==> src/inc/cio_pkg.sv <==
/*
 * Shared constants for the configurable pin block with its status
 * indicator: pin count, pin modes, device status codes and blink timing.
 * Assumes a 25 MHz system clock.
 */
`default_nettype none
package cio_pkg;
    // ************************************************************
    // Pin set and command encoding.
    // ************************************************************
    localparam int NUM_PINS = 10;
    localparam int PIN_W = 4;
    // Pin numbers in commands start at one.
    localparam logic [3:0] PIN_FIRST = 4'h1;
    // Only the first pin carries the status indicator.
    localparam logic [3:0] ALT_PIN = 4'h1;
    localparam logic [1:0] MODE_IN = 2'h0;
    localparam logic [1:0] MODE_OUT = 2'h1;
    localparam logic [1:0] MODE_ALT = 2'h2;
    localparam logic [1:0] MODE_RESET = MODE_IN;
    localparam logic VAL_RESET = 1'h0;

    // ************************************************************
    // Device status as seen by the indicator.
    // ************************************************************
    typedef enum logic [2:0] {
        CIO_DEV_OFF = 3'h0,
        CIO_DEV_NOT_REG = 3'h1,
        CIO_DEV_IDLE = 3'h2,
        CIO_DEV_IDLE_PSM = 3'h3,
        CIO_DEV_CONNECTING = 3'h4
    } cio_dev_e;

    // ************************************************************
    // Blink timing.
    // ************************************************************
    localparam longint CLK_HZ = 25000000;
    localparam longint LED_ON_MS = 1000;
    localparam longint LED_OFF_MS = 2000;
    localparam int unsigned LED_ON_CYC =
        32'(LED_ON_MS * CLK_HZ / 1000);
    localparam int unsigned LED_OFF_CYC =
        32'(LED_OFF_MS * CLK_HZ / 1000);
endpackage
`default_nettype wire

==> src/logic/cio_gpio.sv <==
/*
 * Ten configurable pins with input, output and alternate function
 * modes; the first pin's alternate function is the network status
 * indicator. Assumes pad inputs are asynchronous, while commands,
 * reads, device status and wake events come from logic on clk_sys.
 */
`timescale 1ns/10ps
`default_nettype none
module cio_gpio #(
    parameter int NUM_PINS = cio_pkg::NUM_PINS,
    parameter int unsigned ON_CYCLES = cio_pkg::LED_ON_CYC,
    parameter int unsigned OFF_CYCLES = cio_pkg::LED_OFF_CYC
) (
    // Clock and reset.
    input wire logic clk_sys,
    input wire logic rst,
    // Pin configuration command.
    input wire logic cmd_valid,
    input wire logic [cio_pkg::PIN_W-1:0] cmd_pin,
    input wire logic [1:0] cmd_mode,
    input wire logic cmd_value,
    output logic cmd_err,
    // Pin read request and answer.
    input wire logic rd_req,
    input wire logic [cio_pkg::PIN_W-1:0] rd_pin,
    output logic rd_data,
    output logic rd_done,
    // Device status from firmware.
    input wire cio_pkg::cio_dev_e dev_state,
    input wire logic wake_evt,
    // Pads.
    input wire logic [NUM_PINS-1:0] pad_in,
    output logic [NUM_PINS-1:0] pad_out,
    output logic [NUM_PINS-1:0] pad_oe,
    output logic [NUM_PINS-1:0] pad_pd
);
    // ************************************************************
    // Elaboration checks.
    // ************************************************************
    if (NUM_PINS < 1 || NUM_PINS > 15) begin : g_bad_pins
        $error("NUM_PINS must be 1 to 15");
    end
    if (ON_CYCLES < 1 || OFF_CYCLES < 1) begin : g_bad_time
        $error("Blink phases need at least one cycle");
    end

    localparam int unsigned PERIOD = ON_CYCLES + OFF_CYCLES;

    // ************************************************************
    // State declarations.
    // ************************************************************
    logic [1:0] mode_r [NUM_PINS];
    logic [1:0] mode_nxt [NUM_PINS];
    logic [NUM_PINS-1:0] val_r, val_nxt;
    logic [NUM_PINS-1:0] sync1_r, sync2_r;
    logic [NUM_PINS-1:0] out_r, out_nxt, oe_r, oe_nxt, pd_r, pd_nxt;
    logic err_r, err_nxt, rdd_r, rdd_nxt, rdv_r, rdv_nxt;
    logic led_r, led_nxt;
    logic [31:0] cnt_r, cnt_nxt;
    logic blink, cmd_ok;
    logic [cio_pkg::PIN_W-1:0] cidx, ridx;

    // Two flip-flops bring each pad level into the clock domain.
    always_ff @(posedge clk_sys or posedge rst) begin
        if (rst) begin
            sync1_r <= '0;
            sync2_r <= '0;
        end else begin
            sync1_r <= pad_in;
            sync2_r <= sync1_r;
        end
    end

    // ************************************************************
    // Pin configuration and read-back.
    // ************************************************************
    // Decodes commands and reads; only the addressed pin changes.
    always_comb begin
        cidx = cmd_pin - cio_pkg::PIN_FIRST;
        ridx = rd_pin - cio_pkg::PIN_FIRST;
        cmd_ok = (cmd_pin >= cio_pkg::PIN_FIRST)
            && (cidx < NUM_PINS[cio_pkg::PIN_W-1:0])
            && (cmd_mode <= cio_pkg::MODE_ALT)
            && (cmd_mode != cio_pkg::MODE_ALT
                || cmd_pin == cio_pkg::ALT_PIN);
        for (int i = 0; i < NUM_PINS; i++) begin
            mode_nxt[i] = mode_r[i];
        end
        val_nxt = val_r;
        err_nxt = cmd_valid && !cmd_ok;
        if (cmd_valid && cmd_ok) begin
            mode_nxt[cidx] = cmd_mode;
            val_nxt[cidx] = cmd_value;
        end
        rdv_nxt = rd_req;
        rdd_nxt = 1'b0;
        if (rd_req && rd_pin >= cio_pkg::PIN_FIRST
                && ridx < NUM_PINS[cio_pkg::PIN_W-1:0]) begin
            if (mode_r[ridx] == cio_pkg::MODE_OUT) begin
                rdd_nxt = val_r[ridx];
            end else begin
                rdd_nxt = sync2_r[ridx];
            end
        end
    end

    // Registers pin settings; reset leaves every pin an input.
    always_ff @(posedge clk_sys or posedge rst) begin
        if (rst) begin
            for (int i = 0; i < NUM_PINS; i++) begin
                mode_r[i] <= cio_pkg::MODE_RESET;
            end
            val_r <= {NUM_PINS{cio_pkg::VAL_RESET}};
            err_r <= 1'b0;
            rdd_r <= 1'b0;
            rdv_r <= 1'b0;
        end else begin
            for (int i = 0; i < NUM_PINS; i++) begin
                mode_r[i] <= mode_nxt[i];
            end
            val_r <= val_nxt;
            err_r <= err_nxt;
            rdd_r <= rdd_nxt;
            rdv_r <= rdv_nxt;
        end
    end

    // ************************************************************
    // Status indicator.
    // ************************************************************
    // Blink counter and indicator level from the device status.
    always_comb begin
        blink = (dev_state == cio_pkg::CIO_DEV_IDLE)
            || (dev_state == cio_pkg::CIO_DEV_CONNECTING);
        cnt_nxt = '0;
        led_nxt = led_r;
        if (blink) begin
            cnt_nxt = (cnt_r >= PERIOD - 1) ? '0 : cnt_r + 32'h1;
        end
        unique case (dev_state)
            cio_pkg::CIO_DEV_OFF: led_nxt = 1'b0;
            cio_pkg::CIO_DEV_NOT_REG: led_nxt = 1'b1;
            cio_pkg::CIO_DEV_IDLE,
            cio_pkg::CIO_DEV_CONNECTING: begin
                led_nxt = cnt_r < ON_CYCLES;
            end
            cio_pkg::CIO_DEV_IDLE_PSM: begin
                led_nxt = wake_evt ? !led_r : led_r;
            end
            default: led_nxt = 1'b0;
        endcase
    end

    // Registers the indicator state.
    always_ff @(posedge clk_sys or posedge rst) begin
        if (rst) begin
            cnt_r <= '0;
            led_r <= 1'b0;
        end else begin
            cnt_r <= cnt_nxt;
            led_r <= led_nxt;
        end
    end

    // ************************************************************
    // Pad drivers.
    // ************************************************************
    // Output pins drive push-pull; alternate pin follows the indicator.
    always_comb begin
        for (int i = 0; i < NUM_PINS; i++) begin
            oe_nxt[i] = mode_r[i] != cio_pkg::MODE_IN;
            pd_nxt[i] = mode_r[i] == cio_pkg::MODE_IN;
            out_nxt[i] = (mode_r[i] == cio_pkg::MODE_OUT) && val_r[i];
        end
        if (mode_r[0] == cio_pkg::MODE_ALT) begin
            out_nxt[0] = led_r;
        end
    end

    // Registers the pad drive.
    always_ff @(posedge clk_sys or posedge rst) begin
        if (rst) begin
            out_r <= '0;
            oe_r <= '0;
            pd_r <= '1;
        end else begin
            out_r <= out_nxt;
            oe_r <= oe_nxt;
            pd_r <= pd_nxt;
        end
    end

    assign pad_out = out_r;
    assign pad_oe = oe_r;
    assign pad_pd = pd_r;
    assign cmd_err = err_r;
    assign rd_data = rdd_r;
    assign rd_done = rdv_r;
endmodule
`default_nettype wire

==> config.mk <==
export PLATFORM = sky130hd
export DESIGN_NAME = cio_gpio
export DESIGN_NICKNAME = d
export VERILOG_FILES = /design/src/inc/cio_pkg.sv /design/src/logic/cio_gpio.sv
export SDC_FILE = /design/constraint.sdc
export NUM_CORES = 1
export LEC_CHECK = 0
export ABC_AREA = 1
export BUFFER_PORTS_ARGS = -buffer_cell sky130_fd_sc_hd__buf_2
export CORE_ASPECT_RATIO = 1.4
export CORE_UTILIZATION = 35
export CTS_CLUSTER_DIAMETER = 80
export CTS_CLUSTER_SIZE = 30
export DETAILED_ROUTE_END_ITERATION = 12
export PLACE_DENSITY = 0.63
export SLEW_MARGIN = 30
export SYNTH_ARGS = -nofsm -noshare
export SYNTH_HDL_FRONTEND = slang
export SYNTH_SLANG_ARGS = --single-unit
==> constraint.sdc <==
create_clock -name clk_sys -period 3.8 [get_ports clk_sys]
set_clock_uncertainty 0.15 [all_clocks]
set_input_delay 0.76 -clock clk_sys [delete_from_list [all_inputs] [get_ports clk_sys]]
set_output_delay 0.76 -clock clk_sys [all_outputs]
set_load 0.005 [all_outputs]
==> reports/metrics.yaml, run 1 <==
routing:
  via_per_inst: 4.80
  vias: 4293
  wl_per_cell_um: 13.2
  firstDrtPassIters: 4
  drcViolationCount: 0
  detail-route-antenna-nets: 0
  drt_iter0_drc: 175
  wirelength_um: 11800
cells_and_area:
  area_delta_synth_final_pct: 20.2
  fin_area_um2: 6470
  layout.nets: 727
  num_antenna_cells: 0
  layout-drive-gt1-share_pct: 18.5
clock_network:
  clock_latency_ns: 0.41
  post_cts_buffers: 0
  cts_resized: 0
  clkSinkCount: 116
  clock_tree.root_cell: "clkbuf_16"
  cts_buffers: 17
  h-tree-depth: 4
  cts_tree: "yes"
  ctsHoldBuffers: 0
  clkTransAtPathRegs_ns: 0.06
  cts_buffer_depth: 2
timing:
  slew_headroom_pct: 53.1
  maxSlewViolCount: 0
  hold_ws_ns: 0.188
  rsz0062_at_grt: "no"
  worst_slack_ns: 1.38
  hold_viol_final: 0
  tightestPinTransition_ns: 0.697
  max_clock_freq_ghz: 0.413
  tns_ns: 0
  setup_viol: 0
  fin_crit_ns: 2.42
  timing.final.crit_share_pct: 63.8
place:
  preCtsSetupSlack_ns: 0.994
  gp_congestion: 0.836
  dp_hpwl_um: 8460
  port-buffer-count: 61
  place_area_um2: 5860
synth:
  yosys_warnings: 0
  ys_types: 40
  ys_seq_area_share_pct: 54.1
  ys_seq_elements: 116
  syn_avg_cell_area_um2: 8.66
  synthCells: 622
  synthesis.area_um2: 5380
grt:
  grt_max_degree: 74
  first_global_vias: 4235
  grt_pass1_wl_um: 19600
  grt_usage_pct: 16.0
  grt-ovfl-total: 0
  antenna_found_initial: 0
setup_path:
  crit_path_cell_trace: "buf_2 > inv_1 > ha_1 > xor2_2 > inv_2 > nand2_1 > nand2_2 > nand3_2 > buf_4 > inv_2 > nand4_1 > nand2_1"
  worst-endpoint-arrival_ns: 2.56
  critical-path-top-delay-family: "buffers and inverters"
  cp_max_fo: 31
  path_class: "in -> reg"
  startpoint_type: "input pin"
  cp.required_ns: 3.94
  critPathBufInv: 5
  max_stage_delay_ns: 0.29
  cp-end-kind: "register"
  slowest_stage: "inv_2"
floorplan:
  die_h_um: 149
  num_io_pins: 62
  die-area_um2: 15900
  start_util_pct: 35.8
  core_um2: 15100
  die_x_um: 107
  num_rows: 53
run:
  drv_cap: 0
power_and_ir_drop:
  irDropWorstVdd_uv: 302
  power_density_nw_per_um2: 543
  p_leak_nw: 3.16
run_status:
  status: "completed"
min_path:
  hold_class: "reg -> reg"
## cell type report
type                    count  area (µm²)
fillers                  1504        8580
flip-flops and latches    116        2920
multi-input cells         422        2110
clock buffers              18         429
repair buffers             65         348
inverters                  67         255
well taps                 192         240
clock inverters            14         179
## worst paths after layout
path	start	end	slack, ns	cells past startpoint
max in group asynchronous	rst	pad_pd[9]	2.55	3
worst max-delay path	cmd_pin[1]	mode_r[12]	1.38	12
worst max register to register	cnt_r[0]	cnt_r[22]	1.89	9
min in group asynchronous	rst	pad_oe[5]	0.20	2
worst min-delay path	sync1_r[8]	sync2_r[8]	0.19	0
worst min register to register	sync1_r[8]	sync2_r[8]	0.19	0
## cell usage in the layout (no fill, tap or decap), types with 2 or more instances in the layout
master      instances
a21oi_1             7
buf_2              61
buf_4               3
bufinv_16           3
clkbuf_16          17
clkinv_4            5
clkinvlp_4          4
conb_1              5
dfrtp_1           106
dfstp_2            10
ha_1                9
inv_1              61
inv_2               4
inv_6               2
nand2_1           147
nand2_2             3
nand2_4             2
nand3_1            37
nand3_2             2
nand3b_1            5
nand4_1            36
nor2_1             80
nor2_2              6
nor3_1              9
nor3b_1             2
nor4_1              2
o21ai_0            34
o21ai_1             8
xnor2_1             4
xor2_1             13
## registers in the layout, summed over array words and instances (netlist names), 10 cells and up
signal / flops
pad_out: 10
pad_oe: 10
pad_pd: 10
sync2_r: 10
val_r: 10
cnt_r: 32
sync1_r: 10
mode_r: 20
## synthesized netlist by cell type, drive strengths merged
cell / count / area share [%]
clkbuf: 4 / 0.30
nand3: 39 / 3.8
a31oi: 1 / 0.12
ha: 9 / 2.1
nor4: 2 / 0.23
dfstp: 10 / 4.9
o21ai: 42 / 3.9
nand2: 152 / 11
nor2: 87 / 6.5
inv: 66 / 4.6
nand4: 36 / 4.2
o21a: 1 / 0.14
nor3: 11 / 1.3
o211ai: 1 / 0.14
buf: 17 / 2.0
clkinv: 1 / 0.070
and3: 1 / 0.12
xnor2: 4 / 0.65
nand3b: 5 / 0.70
a21oi: 8 / 0.81
xor2: 14 / 2.4
dfrtp: 106 / 49
conb: 1 / 0.070
nor3b: 2 / 0.28
o21bai: 2 / 0.35
## per-stage QoR
stage | power [W] | util, % | std cells
final | 0.00352 | 43.0 | 894
after global routing | 0.00368 | 43.0 | 894
after CTS | 0.00356 | 43.0 | 894
after detailed placement | 0.00193 | 39.0 | 862
after global placement | 0.00192 | 39.0 | 862
after floorplan | 0.00174 | - | 626
## cells by family after synthesis
family,Yosys count,synth area share [%]
AOI/OAI and AO/OA,55,5.46
xor gates and xnor gates,18,3.07
adders and majority gates,9,2.09
buffers and inverters,88,7.02
DFF,116,54.1
other,1,0.0697
and+or+nand+nor,335,28.1
## worst register-to-register path: stages (launching register included)
cell and delay (ns):
dfrtp_1 0.39, ha_1 0.25, nand3_1 0.15, nor2_1 0.12, inv_1 0.08, nor2_2 0.17, nand3b_1 0.20, o21bai_1 0.18
nand2_1 0.07, nor2_1 0.10
## report_power, final
part	switching [W]	leakage, nW	internal (W)	total (W)
Combinational	0.000241	1.39	0.000150	0.000391
Clock	0.000582	0.287	0.00104	0.00162
Sequential	0.0000861	1.48	0.00142	0.00151
## per-layer routing
layer	vias to the layer above	GRT usage [%]	wire (µm)
met4	0	8.56	307
met5	-	0	0
met2	84	28.5	6370
met3	26	3.41	397
li1	2133	-	-
met1	2050	17.7	4770
(Power assumes the default switching activity.)
==> run 2, diff against run 1 <==
- clock period: 3.8 -> 1.99 ns (I/O delays scaled with it)
==> run 2 against run 1 <==
Effect of this change:
- core utilization up 1.3 points
- largest cell class unchanged
- critical path depth down 3
- first-iteration DRC count up 39%
- die area unchanged
- critical endpoint is now cnt_r[22]
==> reports/metrics.yaml, run 2 (synthesis gave the netlist of run 1 again) <==
run_status:
  status: "completed"
min_path:
  hold_class: "in -> reg"
cells_and_area:
  mostFrequentLayoutCell: "nand2_1"
  top_regs: "cnt_r: 32 flops, mode_r: 20 flops"
  final_cell_mix: "147 x nand2_1, 106 x dfrtp_1, 80 x nor2_1"
  layout.nets: 757
  num_antenna_cells: 0
  largest_reg_flops: 32
  post-route-util_pct: 44.3
  finalNonFillerCells: 923
  area_delta_synth_final_pct: 23.8
  largest-register: "cnt_r"
  layout-drive-gt1-share_pct: 20.2
routing:
  drcViolationCount: 0
  via_per_inst: 4.71
  firstDrtPassIters: 4
  detail-route-antenna-nets: 0
  drt_iter0_drc: 243
  vias: 4350
  wirelength_um: 12000
  wl_per_cell_um: 13.0
floorplan:
  num_io_pins: 62
  die_h_um: 149
  die_x_um: 107
  start_util_pct: 35.8
  num_rows: 53
  core_um2: 15100
  die-area_um2: 15900
grt:
  first_global_vias: 4347
  grt-ovfl-total: 0
  grt_usage_pct: 16.8
  grt_max_degree: 58
  grt_pass1_wl_um: 20400
  antenna_found_initial: 0
power_and_ir_drop:
  power_density_nw_per_um2: 968
  irDropWorstVdd_uv: 487
  p_leak_nw: 3.27
  total_power_w: 0.00645
place:
  dp_cells: 880
  dp_hpwl_um: 8710
  port-buffer-count: 61
  gp_congestion: 0.888
  preCtsSetupSlack_ns: -0.156
clock_network:
  cts_buffer_depth: 2
  post_cts_buffers: 0
  clkTransAtPathRegs_ns: 0.05
  cts_tree: "yes"
  clock_tree.root_cell: "clkbuf_16"
  cts_buffers: 17
  clock_latency_ns: 0.41
  clkSinkCount: 116
  h-tree-depth: 4
setup_path:
  reg2reg_to: "cnt_r[22]"
  crit_cells: 9
  worst-endpoint-arrival_ns: 1.96
  cp_max_fo: 3
  crit_path_cell_trace: "ha_1 > nand3_1 > nor2_1 > inv_1 > nor2_2 > nand3b_1 > o21bai_1 > nand2_1 > nor2_1"
  setup.worst_path.start: "cnt_r[0]"
  startpoint_type: "register"
  critical-path-top-delay-family: "simple AND/OR/NAND/NOR gates"
  slowest_stage: "dfrtp_1"
  critPathBufInv: 1
  reg2reg_depth: 9
  worstReg2RegStart: "cnt_r[0]"
  path_class: "reg -> reg"
  cp.required_ns: 2.18
  r2r_setup_slack_ns: 0.21
  path_common_cell: "nor2_1"
  cp-endpoint: "cnt_r[22]"
  cp-end-kind: "register"
  max_stage_delay_ns: 0.39
timing:
  rsz0062_at_grt: "no"
  max_clock_freq_ghz: 0.563
  hold_ws_ns: 0.0624
  worst_slack_ns: 0.215
  timing.final.crit_share_pct: 89.2
  maxSlewViolCount: 0
  fin_crit_ns: 1.78
  setup_viol: 0
  hold_viol_final: 0
run:
  drv_cap: 0
run 2: power by group:
group	switching (W)	leakage [nW]	internal, W	total [W]
Sequential	0.000161	1.48	0.00271	0.00287
Clock	0.00108	0.254	0.00170	0.00278
Combinational	0.000467	1.53	0.000330	0.000797
run 2: worst min-delay path by stage:
stage,from,end,slack [ns],cells after the start
after floorplan,sync1_r[0],sync2_r[0],0.18,0
after global placement,sync1_r[9],sync2_r[9],0.18,0
after detailed placement,sync1_r[7],sync2_r[7],0.18,0
after CTS,cmd_valid,cmd_err,0.05,3
after global routing,cmd_valid,cmd_err,0.06,3
final,cmd_valid,cmd_err,0.06,3
run 2: through the flow:
step / TNS [ns] / area [µm²]
global route: 0 / 6660
floorplan: 0 / 5410
finish: 0 / 6660
CTS: 0 / 6660
detailed placement: -3.68 / 6000
global placement: -2.87 / 6000
run 2: area by class of cell:
cell class	instances	area, µm²
timing repair buffer	95	603
fill	1483	8390
multi-input combinational	422	2110
clock inverter	13	114
sequential	116	2920
inverter	67	256
clock buffer	18	429
tap	192	240
run 2: worst register-to-register path, delay by kind of cell, from the launching register on:
| family | cells | cell delay, ns |
|---|---|---|
| and+or+nand+nor | 6 | 0.73 |
| adders and majority gates | 1 | 0.19 |
| buffers and inverters | 1 | 0.07 |
| DFF | 1 | 0.39 |
| AOI/OAI and AO/OA | 1 | 0.18 |
run 2: repair_timing:
action	CTS	global route
hold endpoints to repair	17	0
gates resized for setup	0	0
hold buffers	12	0
run 2: metal layers:
layer / track usage [%] / share of wire (%) / vias to the layer above
met5: 0 / 0 / -
met4: 7.60 / 2.6 / 0
met3: 3.76 / 3.2 / 26
met2: 30.9 / 54 / 94
met1: 18.1 / 40 / 2040
li1: - / - / 2190
==> run 3, diff against run 2 <==
- CORE_MARGIN: not set -> 5
- CORE_UTILIZATION: 35 -> 50
- PLACE_DENSITY: 0.63 -> 0.82
==> run 3 against run 2 <==
Effect of this change:
- clock power is 10% higher
- clock-buffer cell count down 1
- combinational power up 3.5%
- final cell count shrank 5.6%
- setup slack got worse by 0.073 ns
- die area is 18% lower
- global-route usage up 3.5 points
- cell area is 0.38% higher
- sequential share of layout area fell by 0.16 points
- core utilization grew 20 points
- via count up 5.2%
- critical path depth down 1
- largest cell class unchanged
- largest power group is now the clock network
==> reports/metrics.yaml, run 3 (synthesis gave the netlist of run 1 again) <==
cells_and_area:
  final_cell_mix: "147 x nand2_1, 106 x dfrtp_1, 80 x nor2_1"
  area_delta_synth_final_pct: 24.2
  num_antenna_cells: 0
  largest-register: "cnt_r"
  fillers: 853
  largest_reg_flops: 32
  ff_latch_area_um2: 2920
  layout-drive-gt1-share_pct: 20.7
  mostFrequentLayoutCell: "nand2_1"
  top_regs: "cnt_r: 32 flops, mode_r: 20 flops"
  multi_input_area_um2: 2110
  layout.nets: 758
  post-route-util_pct: 63.9
timing:
  hold_viol_final: 0
  setup_viol: 0
  fin_crit_ns: 1.85
  maxSlewViolCount: 0
  timing.final.crit_share_pct: 92.8
  max_clock_freq_ghz: 0.541
  hold_ws_ns: 0.0792
  rsz0062_at_grt: "no"
  worst_slack_ns: 0.142
routing:
  vias: 4575
  via_per_inst: 5.25
  firstDrtPassIters: 7
  detail-route-antenna-nets: 0
  drcViolationCount: 0
  drt_iter0_drc: 269
  wirelength_um: 12400
  wl_per_cell_um: 14.3
clock_network:
  cts_buffers: 17
  clock_tree.root_cell: "clkbuf_16"
  clkTransAtPathRegs_ns: 0.05
  cts_tree: "yes"
  cts_buffer_depth: 2
  post_cts_buffers: 0
  clock_latency_ns: 0.40
  h-tree-depth: 4
  clkSinkCount: 116
place:
  preCtsSetupSlack_ns: -0.0744
  port-buffer-count: 61
  gp_congestion: 0.921
  dp_hpwl_um: 8830
grt:
  grt_usage_pct: 20.3
  grt_max_degree: 68
  grt-ovfl-total: 0
  first_global_vias: 4674
  antenna_found_initial: 0
  grt_pass1_wl_um: 21400
floorplan:
  core_um2: 10500
  die_h_um: 133
  die-area_um2: 13000
  num_rows: 44
  num_io_pins: 62
  die_x_um: 97.7
  start_util_pct: 51.5
min_path:
  hold_class: "in -> reg"
  holdPathStages: 3
setup_path:
  worst-endpoint-arrival_ns: 2.03
  cp_max_fo: 5
  r2r_setup_slack_ns: 0.14
  startpoint_type: "register"
  cp.required_ns: 2.17
  reg2reg_depth: 8
  cp-end-kind: "register"
  path_class: "reg -> reg"
run:
  drv_cap: 0
power_and_ir_drop:
  power_density_nw_per_um2: 1010
  irDropWorstVdd_uv: 620
  p_leak_nw: 3.31
run_status:
  status: "completed"
run 3: cell count changes in the layout (fill, tap and decap cells not counted), sizes merged:
cell / previous run / this run
bufinv: 1 / 3
inv: 65 / 67
buf: 83 / 84
clkbuf: 18 / 17
clkinv: 8 / 7
clkinvlp: 6 / 5
run 3: what timing repair did:
action | CTS | global route
endpoints found under the setup margin | 0 | 2
hold buffers | 12 | 0
endpoints found under the hold margin | 19 | 0
gates resized for setup | 0 | 2
run 3: metrics by stage:
stage	TNS (ns)	cell area (µm²)	cells	power, W
2_1_floorplan	0	5410	626	0.00333
3_3_place_gp	0	5950	827	0.00368
3_5_place_dp	-0.741	5950	827	0.00372
4_1_cts	0	6680	871	0.00684
5_1_grt	0	6690	871	0.00711
6_report	0	6690	871	0.00677
run 3: power by group:
part,switching [W],total (W),internal [W]
clock network,0.00110,0.00307,0.00197
registers,0.000161,0.00287,0.00271
logic,0.000485,0.000825,0.000340
total,0.00174,0.00677,0.00503
run 3: final timing paths:
path | from | endpoint
max | cnt_r[11] | cnt_r[25]
min | cmd_valid | cmd_err
max reg2reg | cnt_r[11] | cnt_r[25]
min reg2reg | sync1_r[2] | sync2_r[2]
max in group asynchronous | rst | pad_pd[8]
min in group asynchronous | rst | pad_oe[6]
run 3: critical path: stages (launching register included):
cell,delay (ns)
dfrtp_1,0.44
nand2_2,0.10
inv_1,0.11
nand3_1,0.20
nor3b_1,0.44
nand2_1,0.11
nand2_1,0.08
nand2_1,0.05
nor2_1,0.09
run 3: per-layer routing:
layer	up-vias	wire [µm]	track usage (%)
li1	2196	-	-
met1	2176	4770	22.9
met2	163	6530	35.6
met3	40	599	4.48
met4	0	523	10.4
met5	-	0	0
run 3: final cells by class:
class | count | share of cell area [%]
clock buffer | 17 | 6.36
clock inverter | 15 | 2.73
inverter | 67 | 3.83
multi-input combinational | 422 | 31.6
sequential | 116 | 43.6
tap | 138 | 2.58
timing repair buffer | 96 | 9.32
